File: src/include/flic_pkg.sv
// Constants and types for the four-level interrupt controller
package flic_pkg;

  // ****************************************
  // Clocking
  // ****************************************
  localparam int unsigned CLK_HZ      = 40_000_000;
  localparam int unsigned MC_CLKS     = 4;
  localparam int unsigned CALL_MC     = 4;
  localparam logic [1:0]  MC_LAST     = 2'(MC_CLKS - 1);
  localparam logic [1:0]  CALL_LAST   = 2'(CALL_MC - 1);

  // ****************************************
  // Sources in arbitration ranking order
  // ****************************************
  localparam int unsigned NSRC        = 11;
  localparam int unsigned SRC_EXT0    = 0;
  localparam int unsigned SRC_BO      = 1;
  localparam int unsigned SRC_WDT     = 2;
  localparam int unsigned SRC_TMR0    = 3;
  localparam int unsigned SRC_I2C     = 4;
  localparam int unsigned SRC_EXT1    = 5;
  localparam int unsigned SRC_KB      = 6;
  localparam int unsigned SRC_TMR1    = 7;
  localparam int unsigned SRC_UART    = 8;
  localparam int unsigned SRC_T2      = 9;
  localparam int unsigned SRC_CAP     = 10;

  localparam logic [15:0] VEC [NSRC] = '{16'h0003, 16'h002B, 16'h0053, 16'h000B, 16'h0033,
                                         16'h0013, 16'h003B, 16'h001B, 16'h0023, 16'h0043,
                                         16'h006B};

  localparam logic [NSRC-1:0] WAKE_MASK = 11'h067;

  // ****************************************
  // Enable register bit positions
  // ****************************************
  localparam int unsigned ENA_EXT0    = 0;
  localparam int unsigned ENA_TMR0    = 1;
  localparam int unsigned ENA_EXT1    = 2;
  localparam int unsigned ENA_TMR1    = 3;
  localparam int unsigned ENA_UART    = 4;
  localparam int unsigned ENA_T2      = 5;
  localparam int unsigned ENA_GLOBAL  = 7;
  localparam int unsigned ENB_I2C     = 0;
  localparam int unsigned ENB_KB      = 1;
  localparam int unsigned ENB_WDT     = 4;
  localparam int unsigned ENB_BO      = 6;
  localparam int unsigned ENB_CAP     = 7;
  localparam logic [7:0]  EN_RESET    = 8'h00;

  // ****************************************
  // Flag vector bit positions
  // ****************************************
  localparam int unsigned NFLG        = 10;
  localparam int unsigned FLG_TMR0    = 0;
  localparam int unsigned FLG_TMR1    = 1;
  localparam int unsigned FLG_WDT     = 2;
  localparam int unsigned FLG_T2      = 3;
  localparam int unsigned FLG_RX      = 4;
  localparam int unsigned FLG_TX      = 5;
  localparam int unsigned FLG_SI      = 6;
  localparam int unsigned FLG_I2CTO   = 7;
  localparam int unsigned FLG_CAP     = 8;
  localparam int unsigned FLG_KB      = 9;

  typedef logic [1:0] flic_lvl_t;
  typedef logic [3:0] flic_src_t;
  typedef enum logic {FLIC_IDLE, FLIC_CALL} flic_state_e;

endpackage : flic_pkg

File: src/rtl/flic_core.sv
// Four-level prioritized interrupt controller with hardware call sequencing
`timescale 1ns/1ps

// What this block does
// RQ1 - Eleven sources, each with flag, enable, priority and vector; global enable gates all.
// RQ2 - Edge mode: sample pins each machine cycle, high then low sets external flag.
// RQ3 - Edge mode: external flag cleared when its hardware call is made.
// RQ4 - Level mode: pin held low by source; flag not cleared on entry.
// RQ5 - Timer0/timer1 flags set on overflow, cleared when their call is made.
// RQ6 - Watchdog flag set on time-out, requests only when enabled, software clears.
// RQ7 - Timer2 flag set on overflow or match, not cleared on entry.
// RQ8 - UART request is receive OR transmit flag; only software clears them.
// RQ9 - I2C flag set on new state code; requests need global and I2C enable.
// RQ10 - Capture flag set per event, kept on entry; capture and keypad software-cleared.
// RQ11 - Brownout requests only with flag, select, enable and global enable all set.
// RQ12 - Granted call loads the program counter with the source's fixed vector.
// RQ13 - Flags sampled every machine cycle, then polled and priority resolved.
// RQ14 - Call only if no equal/higher level active, last cycle, no blocking instruction.
// RQ15 - Denied requests are not remembered; every poll starts fresh.
// RQ16 - Hardware call pushes the program counter only, never the status word.
// RQ17 - Interrupt return pops and ends service level; plain return only pops.
// RQ18 - Two priority bits per source select levels 0 to 3.
// RQ19 - Only a strictly higher level preempts; level 3 never preempted.
// RQ20 - Same-level ties resolved by fixed ranking, external 0 first.
// RQ21 - Per-source enable bits in two enable registers; global bit disables all.
// RQ22 - Only external 0/1, brownout, watchdog and keypad wake from power-down.
// RQ23 - Hardware call sequence lasts four machine cycles.
// RQ24 - Level mode: external flag simply follows the sampled pin.
// RQ25 - Reset clears enables, priorities and in-service tracking.
module flic_core (
  input  wire logic                       sys_clk,
  input  wire logic                       srst,
  input  wire logic [1:0]                 ext_irq_n,
  input  wire logic [1:0]                 ext_trigger_select,
  input  wire logic                       timer0_ovf,
  input  wire logic                       timer1_ovf,
  input  wire logic                       wdt_timeout,
  input  wire logic                       timer2_event,
  input  wire logic                       uart_rx_done,
  input  wire logic                       uart_tx_done,
  input  wire logic [7:0]                 i2c_state_code,
  input  wire logic                       i2c_timeout,
  input  wire logic                       capture_event,
  input  wire logic                       keypad_event,
  input  wire logic                       brownout_flag,
  input  wire logic                       brownout_irq_select,
  input  wire logic [flic_pkg::NFLG-1:0]  flag_sw_clear,
  input  wire logic [7:0]                 irq_enable_reg_a,
  input  wire logic [7:0]                 irq_enable_reg_b,
  input  wire logic [flic_pkg::NSRC-1:0]  priority_upper_bit,
  input  wire logic [flic_pkg::NSRC-1:0]  priority_lower_bit,
  input  wire logic                       last_cycle,
  input  wire logic                       instr_blocks,
  input  wire logic                       return_from_irq,
  input  wire logic                       subr_return,
  output logic [1:0]                      ext_request_flag,
  output logic [flic_pkg::NFLG-1:0]       irq_flags,
  output logic                            mc_tick,
  output logic                            call_busy,
  output logic                            push_pc,
  output logic                            load_pc,
  output logic [15:0]                     vector_addr,
  output logic [3:0]                      call_src,
  output logic [3:0]                      in_service,
  output logic                            pop_pc,
  output logic                            wake_req
);
  import flic_pkg::*;

  // ****************************************
  // Machine cycle divider
  // ****************************************
  logic [1:0] div_q;
  logic       tick_q;

  always_ff @(posedge sys_clk) begin
    if (srst) begin
      div_q  <= 2'h0;
      tick_q <= 1'b0;
    end else begin
      div_q  <= (div_q == MC_LAST) ? 2'h0 : div_q + 2'h1;
      tick_q <= (div_q == MC_LAST);
    end
  end
  assign mc_tick = tick_q;

  // ****************************************
  // Configuration capture
  // ****************************************
  logic [7:0]      en_a_q;
  logic [7:0]      en_b_q;
  logic [NSRC-1:0] pu_q;
  logic [NSRC-1:0] pl_q;
  logic [1:0]      trig_q;

  always_ff @(posedge sys_clk) begin
    if (srst) begin
      en_a_q <= EN_RESET;  // [RQ25]
      en_b_q <= EN_RESET;  // [RQ25]
      pu_q   <= '0;        // [RQ25]
      pl_q   <= '0;        // [RQ25]
      trig_q <= 2'h0;
    end else begin
      en_a_q <= irq_enable_reg_a;
      en_b_q <= irq_enable_reg_b;
      pu_q   <= priority_upper_bit;
      pl_q   <= priority_lower_bit;
      trig_q <= ext_trigger_select;
    end
  end

  // ****************************************
  // External pins
  // ****************************************
  logic [1:0] sync1_q;
  logic [1:0] sync2_q;
  logic [1:0] samp_q;
  logic [1:0] ext_q;
  logic       grant;
  flic_src_t  best_idx;

  always_ff @(posedge sys_clk) begin
    if (srst) begin
      sync1_q <= 2'h3;
      sync2_q <= 2'h3;
      samp_q  <= 2'h3;
    end else begin
      sync1_q <= ext_irq_n;
      sync2_q <= sync1_q;
      if (tick_q) begin
        samp_q <= sync2_q;
      end
    end
  end

  for (genvar e = 0; e < 2; e++) begin : g_ext
    localparam flic_src_t SRC_ID = (e == 0) ? flic_src_t'(SRC_EXT0) : flic_src_t'(SRC_EXT1);
    always_ff @(posedge sys_clk) begin
      if (srst) begin
        ext_q[e] <= 1'b0;
      end else if (!trig_q[e]) begin
        if (tick_q) begin
          ext_q[e] <= ~sync2_q[e];  // [RQ24] [RQ4]
        end
      end else if (tick_q && samp_q[e] && !sync2_q[e]) begin
        ext_q[e] <= 1'b1;  // [RQ2]
      end else if (grant && best_idx == SRC_ID) begin
        ext_q[e] <= 1'b0;  // [RQ3]
      end
    end
  end
  assign ext_request_flag = ext_q;

  // ****************************************
  // Peripheral flags
  // ****************************************
  logic [7:0]      code_q;
  logic [NFLG-1:0] flg_q;
  logic [NFLG-1:0] set_vec;
  logic [NFLG-1:0] hw_clr;

  always_ff @(posedge sys_clk) begin
    if (srst) begin
      code_q <= 8'h00;
    end else begin
      code_q <= i2c_state_code;
    end
  end

  always_comb begin
    set_vec            = '0;
    set_vec[FLG_TMR0]  = timer0_ovf;                    // [RQ5]
    set_vec[FLG_TMR1]  = timer1_ovf;                    // [RQ5]
    set_vec[FLG_WDT]   = wdt_timeout;                   // [RQ6]
    set_vec[FLG_T2]    = timer2_event;                  // [RQ7]
    set_vec[FLG_RX]    = uart_rx_done;
    set_vec[FLG_TX]    = uart_tx_done;
    set_vec[FLG_SI]    = (i2c_state_code != code_q);   // [RQ9]
    set_vec[FLG_I2CTO] = i2c_timeout;
    set_vec[FLG_CAP]   = capture_event;                 // [RQ10]
    set_vec[FLG_KB]    = keypad_event;
    hw_clr             = '0;
    hw_clr[FLG_TMR0]   = grant && (best_idx == flic_src_t'(SRC_TMR0));  // [RQ5]
    hw_clr[FLG_TMR1]   = grant && (best_idx == flic_src_t'(SRC_TMR1));  // [RQ5]
  end

  // Set wins over any clear in the same cycle
  for (genvar f = 0; f < NFLG; f++) begin : g_flag
    always_ff @(posedge sys_clk) begin
      if (srst) begin
        flg_q[f] <= 1'b0;
      end else begin
        flg_q[f] <= set_vec[f] | (flg_q[f] & ~flag_sw_clear[f] & ~hw_clr[f]);  // [RQ8] [RQ10]
      end
    end
  end
  assign irq_flags = flg_q;

  // ****************************************
  // Request gating and sampling
  // ****************************************
  logic [NSRC-1:0] raw;
  logic [NSRC-1:0] en;
  logic [NSRC-1:0] req_q;
  flic_lvl_t       lvl [NSRC];

  always_comb begin
    raw           = '0;
    raw[SRC_EXT0] = ext_q[0];
    raw[SRC_BO]   = brownout_flag & brownout_irq_select;  // [RQ11]
    raw[SRC_WDT]  = flg_q[FLG_WDT];
    raw[SRC_TMR0] = flg_q[FLG_TMR0];
    raw[SRC_I2C]  = flg_q[FLG_SI] | flg_q[FLG_I2CTO];     // [RQ9]
    raw[SRC_EXT1] = ext_q[1];
    raw[SRC_KB]   = flg_q[FLG_KB];
    raw[SRC_TMR1] = flg_q[FLG_TMR1];
    raw[SRC_UART] = flg_q[FLG_RX] | flg_q[FLG_TX];        // [RQ8]
    raw[SRC_T2]   = flg_q[FLG_T2];
    raw[SRC_CAP]  = flg_q[FLG_CAP];
    en            = '0;
    en[SRC_EXT0]  = en_a_q[ENA_EXT0];                     // [RQ21]
    en[SRC_BO]    = en_b_q[ENB_BO];                       // [RQ11]
    en[SRC_WDT]   = en_b_q[ENB_WDT];                      // [RQ6]
    en[SRC_TMR0]  = en_a_q[ENA_TMR0];
    en[SRC_I2C]   = en_b_q[ENB_I2C];
    en[SRC_EXT1]  = en_a_q[ENA_EXT1];
    en[SRC_KB]    = en_b_q[ENB_KB];
    en[SRC_TMR1]  = en_a_q[ENA_TMR1];
    en[SRC_UART]  = en_a_q[ENA_UART];
    en[SRC_T2]    = en_a_q[ENA_T2];
    en[SRC_CAP]   = en_b_q[ENB_CAP];
  end

  for (genvar s = 0; s < NSRC; s++) begin : g_src
    assign lvl[s] = {pu_q[s], pl_q[s]};  // [RQ18]
    always_ff @(posedge sys_clk) begin
      if (srst) begin
        req_q[s] <= 1'b0;
      end else if (tick_q) begin
        req_q[s] <= raw[s] & en[s] & en_a_q[ENA_GLOBAL];  // [RQ1] [RQ13] [RQ15]
      end
    end
  end

  // ****************************************
  // Priority resolution
  // ****************************************
  logic      best_found;
  flic_lvl_t best_lvl;
  logic      act_valid;
  flic_lvl_t act_lvl;

  always_comb begin
    best_found = 1'b0;
    best_idx   = '0;
    best_lvl   = '0;
    for (int i = 0; i < NSRC; i++) begin
      if (req_q[i] && (!best_found || lvl[i] > best_lvl)) begin  // [RQ19] [RQ20]
        best_found = 1'b1;
        best_idx   = flic_src_t'(i);
        best_lvl   = lvl[i];
      end
    end
  end

  logic [3:0] isv_q;

  always_comb begin
    act_valid = |isv_q;
    act_lvl   = '0;
    for (int l = 0; l < 4; l++) begin
      if (isv_q[l]) begin
        act_lvl = flic_lvl_t'(l);
      end
    end
  end

  // ****************************************
  // Hardware call sequencer
  // ****************************************
  flic_state_e state_q;
  logic [1:0]  cnt_q;
  logic        push_q;
  logic        load_q;
  logic [15:0] vec_q;
  logic [3:0]  src_q;

  assign grant = tick_q && (state_q == FLIC_IDLE) && best_found
                 && (!act_valid || best_lvl > act_lvl)  // [RQ14] [RQ19]
                 && last_cycle && !instr_blocks;        // [RQ14]

  always_ff @(posedge sys_clk) begin
    if (srst) begin
      state_q <= FLIC_IDLE;
      cnt_q   <= 2'h0;
      push_q  <= 1'b0;
      load_q  <= 1'b0;
      vec_q   <= 16'h0000;
      src_q   <= 4'h0;
    end else begin
      push_q <= 1'b0;
      load_q <= 1'b0;
      unique case (state_q)
        FLIC_IDLE: begin
          if (grant) begin
            state_q <= FLIC_CALL;
            cnt_q   <= 2'h0;
            push_q  <= 1'b1;            // [RQ16]
            vec_q   <= VEC[best_idx];   // [RQ12]
            src_q   <= best_idx;
          end
        end
        FLIC_CALL: begin
          if (tick_q) begin
            cnt_q <= cnt_q + 2'h1;
            if (cnt_q == CALL_LAST) begin
              state_q <= FLIC_IDLE;     // [RQ23]
              load_q  <= 1'b1;          // [RQ12]
            end
          end
        end
      endcase
    end
  end

  // ****************************************
  // In-service tracking and returns
  // ****************************************
  logic pop_q;
  logic wake_q;

  always_ff @(posedge sys_clk) begin
    if (srst) begin
      isv_q  <= 4'h0;  // [RQ25]
      pop_q  <= 1'b0;
      wake_q <= 1'b0;
    end else begin
      pop_q  <= return_from_irq | subr_return;  // [RQ17]
      wake_q <= |(raw & en & WAKE_MASK);         // [RQ22]
      if (grant) begin
        isv_q[best_lvl] <= 1'b1;
      end else if (return_from_irq && act_valid) begin
        isv_q[act_lvl] <= 1'b0;  // [RQ17]
      end
    end
  end

  assign call_busy   = (state_q == FLIC_CALL);
  assign push_pc     = push_q;
  assign load_pc     = load_q;
  assign vector_addr = vec_q;
  assign call_src    = src_q;
  assign in_service  = isv_q;
  assign pop_pc      = pop_q;
  assign wake_req    = wake_q;
endmodule : flic_core

File: config.mk
export PLATFORM = sky130hd
export DESIGN_NAME = flic_core
export DESIGN_NICKNAME = d
export VERILOG_FILES = /design/src/include/flic_pkg.sv /design/src/rtl/flic_core.sv
export SDC_FILE = /design/constraint.sdc
export NUM_CORES = 1
export LEC_CHECK = 0
export BUFFER_PORTS_ARGS = -buffer_cell sky130_fd_sc_hd__buf_4
export CAP_MARGIN = 20
export CORE_MARGIN = 2
export CORE_UTILIZATION = 45
export DETAILED_ROUTE_END_ITERATION = 6
export HOLD_SLACK_MARGIN = 0.02
export PLACE_DENSITY = 0.7
export SLEW_MARGIN = 20
export SYNTH_ARGS = -nofsm -noshare
export SYNTH_HDL_FRONTEND = slang
export SYNTH_SLANG_ARGS = --single-unit
File: constraint.sdc
create_clock -name sys_clk -period 24 [get_ports sys_clk]
set_clock_uncertainty 0.05 [all_clocks]
set_input_delay 4.8 -clock sys_clk [delete_from_list [all_inputs] [get_ports sys_clk]]
set_output_delay 4.8 -clock sys_clk [all_outputs]
set_load 0.005 [all_outputs]
==> flow_summary.json <==
{
  "die-area_um2": 10700,
  "cp_slowest_stage_delay_ns": 0.61,
  "outcome": "finished, final reports clean",
  "worstSetupStartpointType": "flop",
  "cts_setup_buffers": 0,
  "syn_to_final_growth_pct": 23.0,
  "leakagePower_uw": 0.00240,
  "h-tree-depth": 3,
  "grt_setup_unrepaired": "no",
  "synth_common_cells": "dfxtp_1, nor2b_1, nor2_1",
  "path_delay_family": "compound AO/OA/AOI/OAI gates",
  "dp_hpwl_um": 7550,
  "gr-usage-all-layers_pct": 19.6,
  "pre_cts_ws_ns": 8.22,
  "p_seq_share_pct": 57.3,
  "power_frac_clock_pct": 34.0,
  "core_um2": 9680,
  "cts.sinks": 96,
  "drive_gt1_share_pct": 23.6,
  "syn_inst": 500,
  "path_clk_slew_ns": 0.10,
  "worstSkewPairLatency_ns": 0.37,
  "syn-cell-area_um2": 4440,
  "cp.required_ns": 24.18,
  "worst_path_most_repeated_cell": "ha_1",
  "root_buffer": "clkbuf_8",
  "async_flop_share_pct": 0,
  "grt_max_degree": 95,
  "slew_headroom_pct": 38.9,
  "fmax_mhz": 62.3,
  "arrival_ns": 16.23,
  "p_sw_share_pct": 25.4,
  "fin_crit_sh_pct": 66.9,
  "power.switching_uw": 75.0,
  "hold_ws_ns": 0.374,
  "numCtsBuffers": 9,
  "yosysTopAreaCellShare_pct": 43.3,
  "ys_ff_latch": 96,
  "grt_pass1_wl_um": 16500,
  "crit_type": "flop to flop",
  "power.density_nw_per_um2": 54.0,
  "cts-resized-gates": 0,
  "die_w_um": 103,
  "cts_tree": "done",
  "drv_cap": 0,
  "synth_area_leaders": "dfxtp_1, nor2b_1, ha_1",
  "n_antenna_cell": 0,
  "postRouteAntennaNets": 0,
  "wl_um": 10100,
  "finalHoldViolations": 0,
  "via_count": 3788,
  "start_util_pct": 45.9,
  "fin_nets": 694,
  "setup_viol": 0,
  "cp_slowest_cell": "a221o_1",
  "power_uw": 295,
  "yosysUniqueCellTypes": 65,
  "rows": 36,
  "p_int_uw": 220,
  "p_comb_share_pct": 8.6,
  "vias_per_cell": 5.15,
  "ir_drop_v": 0.0000382,
  "drc": 0,
  "fin_ws_ns": 7.95,
  "worst_pin_slew_ns": 0.917,
  "cp_num_buf_inv": 4,
  "synthFlopType": "dfxtp_1",
  "hold_path.class": "flop to flop",
  "post-route-min-period_ns": 16.05,
  "synth-edff-count": 0,
  "syn_area_per_cell_um2": 8.89,
  "slew_violations": 0,
  "worstSetupEndpointType": "flop",
  "grt_pass1_vias": 3622,
  "synth_most_common_cell": "dfxtp_1",
  "clock_path_buffers": 2,
  "tns_ns": 0,
  "gr-total-overflow": 0,
  "die_h_um": 103,
  "postLayoutCoreUtil_pct": 56.4,
  "place_congestion": 0.828,
  "postCtsHoldBufs": 0,
  "yosys.area.top_type": "dfxtp_1",
  "ys_warn_count": 0,
  "seq_area_frac_synth_pct": 43.3,
  "cp_max_fo": 19,
  "place.port_buffers": 104,
  "drt_iter0_markers": 168,
  "antenna_found_initial": 0,
  "ios": 119,
  "dr.pass1.iters": 6,
  "wire_per_inst_um": 13.8
}
[worst register-to-register path: cells and delay by family (launching register included)]
family	cells	cell delay [ns]
buffers and inverters	4	0.57
adder cells (fa/ha/maj)	11	3.08
AND/OR/NAND/NOR	19	3.34
flip-flops	1	0.48
multiplexers	3	1.12
AO/OA/AOI/OAI	29	7.30
[logic make-up (layout without fill, tap and decap cells)]
group                    Yosys count  after routing  share of synthesized area, %
AO/OA/AOI/OAI                    118            118                          19.4
XOR/XNOR                           8              8                          1.58
adder cells (fa/ha/maj)           20             20                          5.63
buffers and inverters             66            159                          6.51
flip-flops                        96             96                          43.3
multiplexers                       6              6                          1.61
other                              1             10                        0.0844
AND/OR/NAND/NOR                  185            185                          21.9
[sequential cells by signal, summed over array words and instances (netlist names), 4 cells and up]
| name | flops |
|---|---|
| pu_q | 11 |
| irq_flags | 10 |
| en_b_q | 5 |
| vector_addr | 5 |
| call_src | 4 |
| code_q | 8 |
| req_q | 11 |
| pl_q | 11 |
| en_a_q | 7 |
| in_service | 4 |
[cell type report]
type	count	area (um2)
clock buffer	9	124
inverter	39	146
fill	852	4220
multi-input combinational	347	2270
tap	133	166
timing repair buffer	104	781
clock inverter	7	61.3
sequential	96	1920
[stage by stage]
stage,cells,instance area (um2)
final,735,5470
after detailed placement,719,5280
after floorplan,509,4480
after CTS,735,5470
after global placement,719,5280
after global routing,735,5470
[layer usage]
metal  track usage, %  wire [um]  vias up
met5                0          0        -
met4             8.30        163        0
met3             5.11        630       16
met2             30.7       4740      117
met1             25.7       4590     1730
li1                 -          -     1925
[layout by cell type, fill, tap and decap left out, drive strengths merged, types with 3 or more instances in the layout]
master / synthesis / final
buf: 13 / 104
dfxtp: 96 / 96
nor2b: 54 / 54
inv: 39 / 43
nor2: 40 / 40
a21oi: 33 / 33
nand2: 32 / 32
ha: 20 / 20
o21ai: 15 / 15
nor3: 12 / 12
conb: 1 / 10
a32oi: 9 / 9
clkbuf: 14 / 9
or2: 8 / 8
nand3: 7 / 7
o211ai: 7 / 7
a22oi: 7 / 7
and2: 6 / 6
nor4: 6 / 6
a31oi: 5 / 5
xnor2: 5 / 5
nand2b: 4 / 4
a221o: 4 / 4
nand4: 4 / 4
a21boi: 4 / 4
o31ai: 4 / 4
and3: 3 / 3
nor3b: 3 / 3
a211o: 3 / 3
mux2i: 3 / 3
xor2: 3 / 3
mux2: 3 / 3
o311ai: 3 / 3
[worst paths after layout]
path               from                   to  slack [ns]  depth (start not counted)
max reg2reg    req_q[0]  ext_request_flag[1]        7.95                         66
min          sync1_q[1]           sync2_q[1]        0.37                          1
min reg2reg  sync1_q[1]           sync2_q[1]        0.37                          1
max            req_q[0]  ext_request_flag[1]        7.95                         66
[power by group through the flow]
stage / Sequential (uW) / Clock [uW] / Combinational [uW]
floorplan: 172 / 0 / 13.6
global placement: 173 / 0 / 25.0
detailed placement: 173 / 0 / 25.7
CTS: 169 / 104 / 25.8
global route: 170 / 111 / 28.8
finish: 169 / 101 / 25.5
Power figures use the tool's default switching activity.
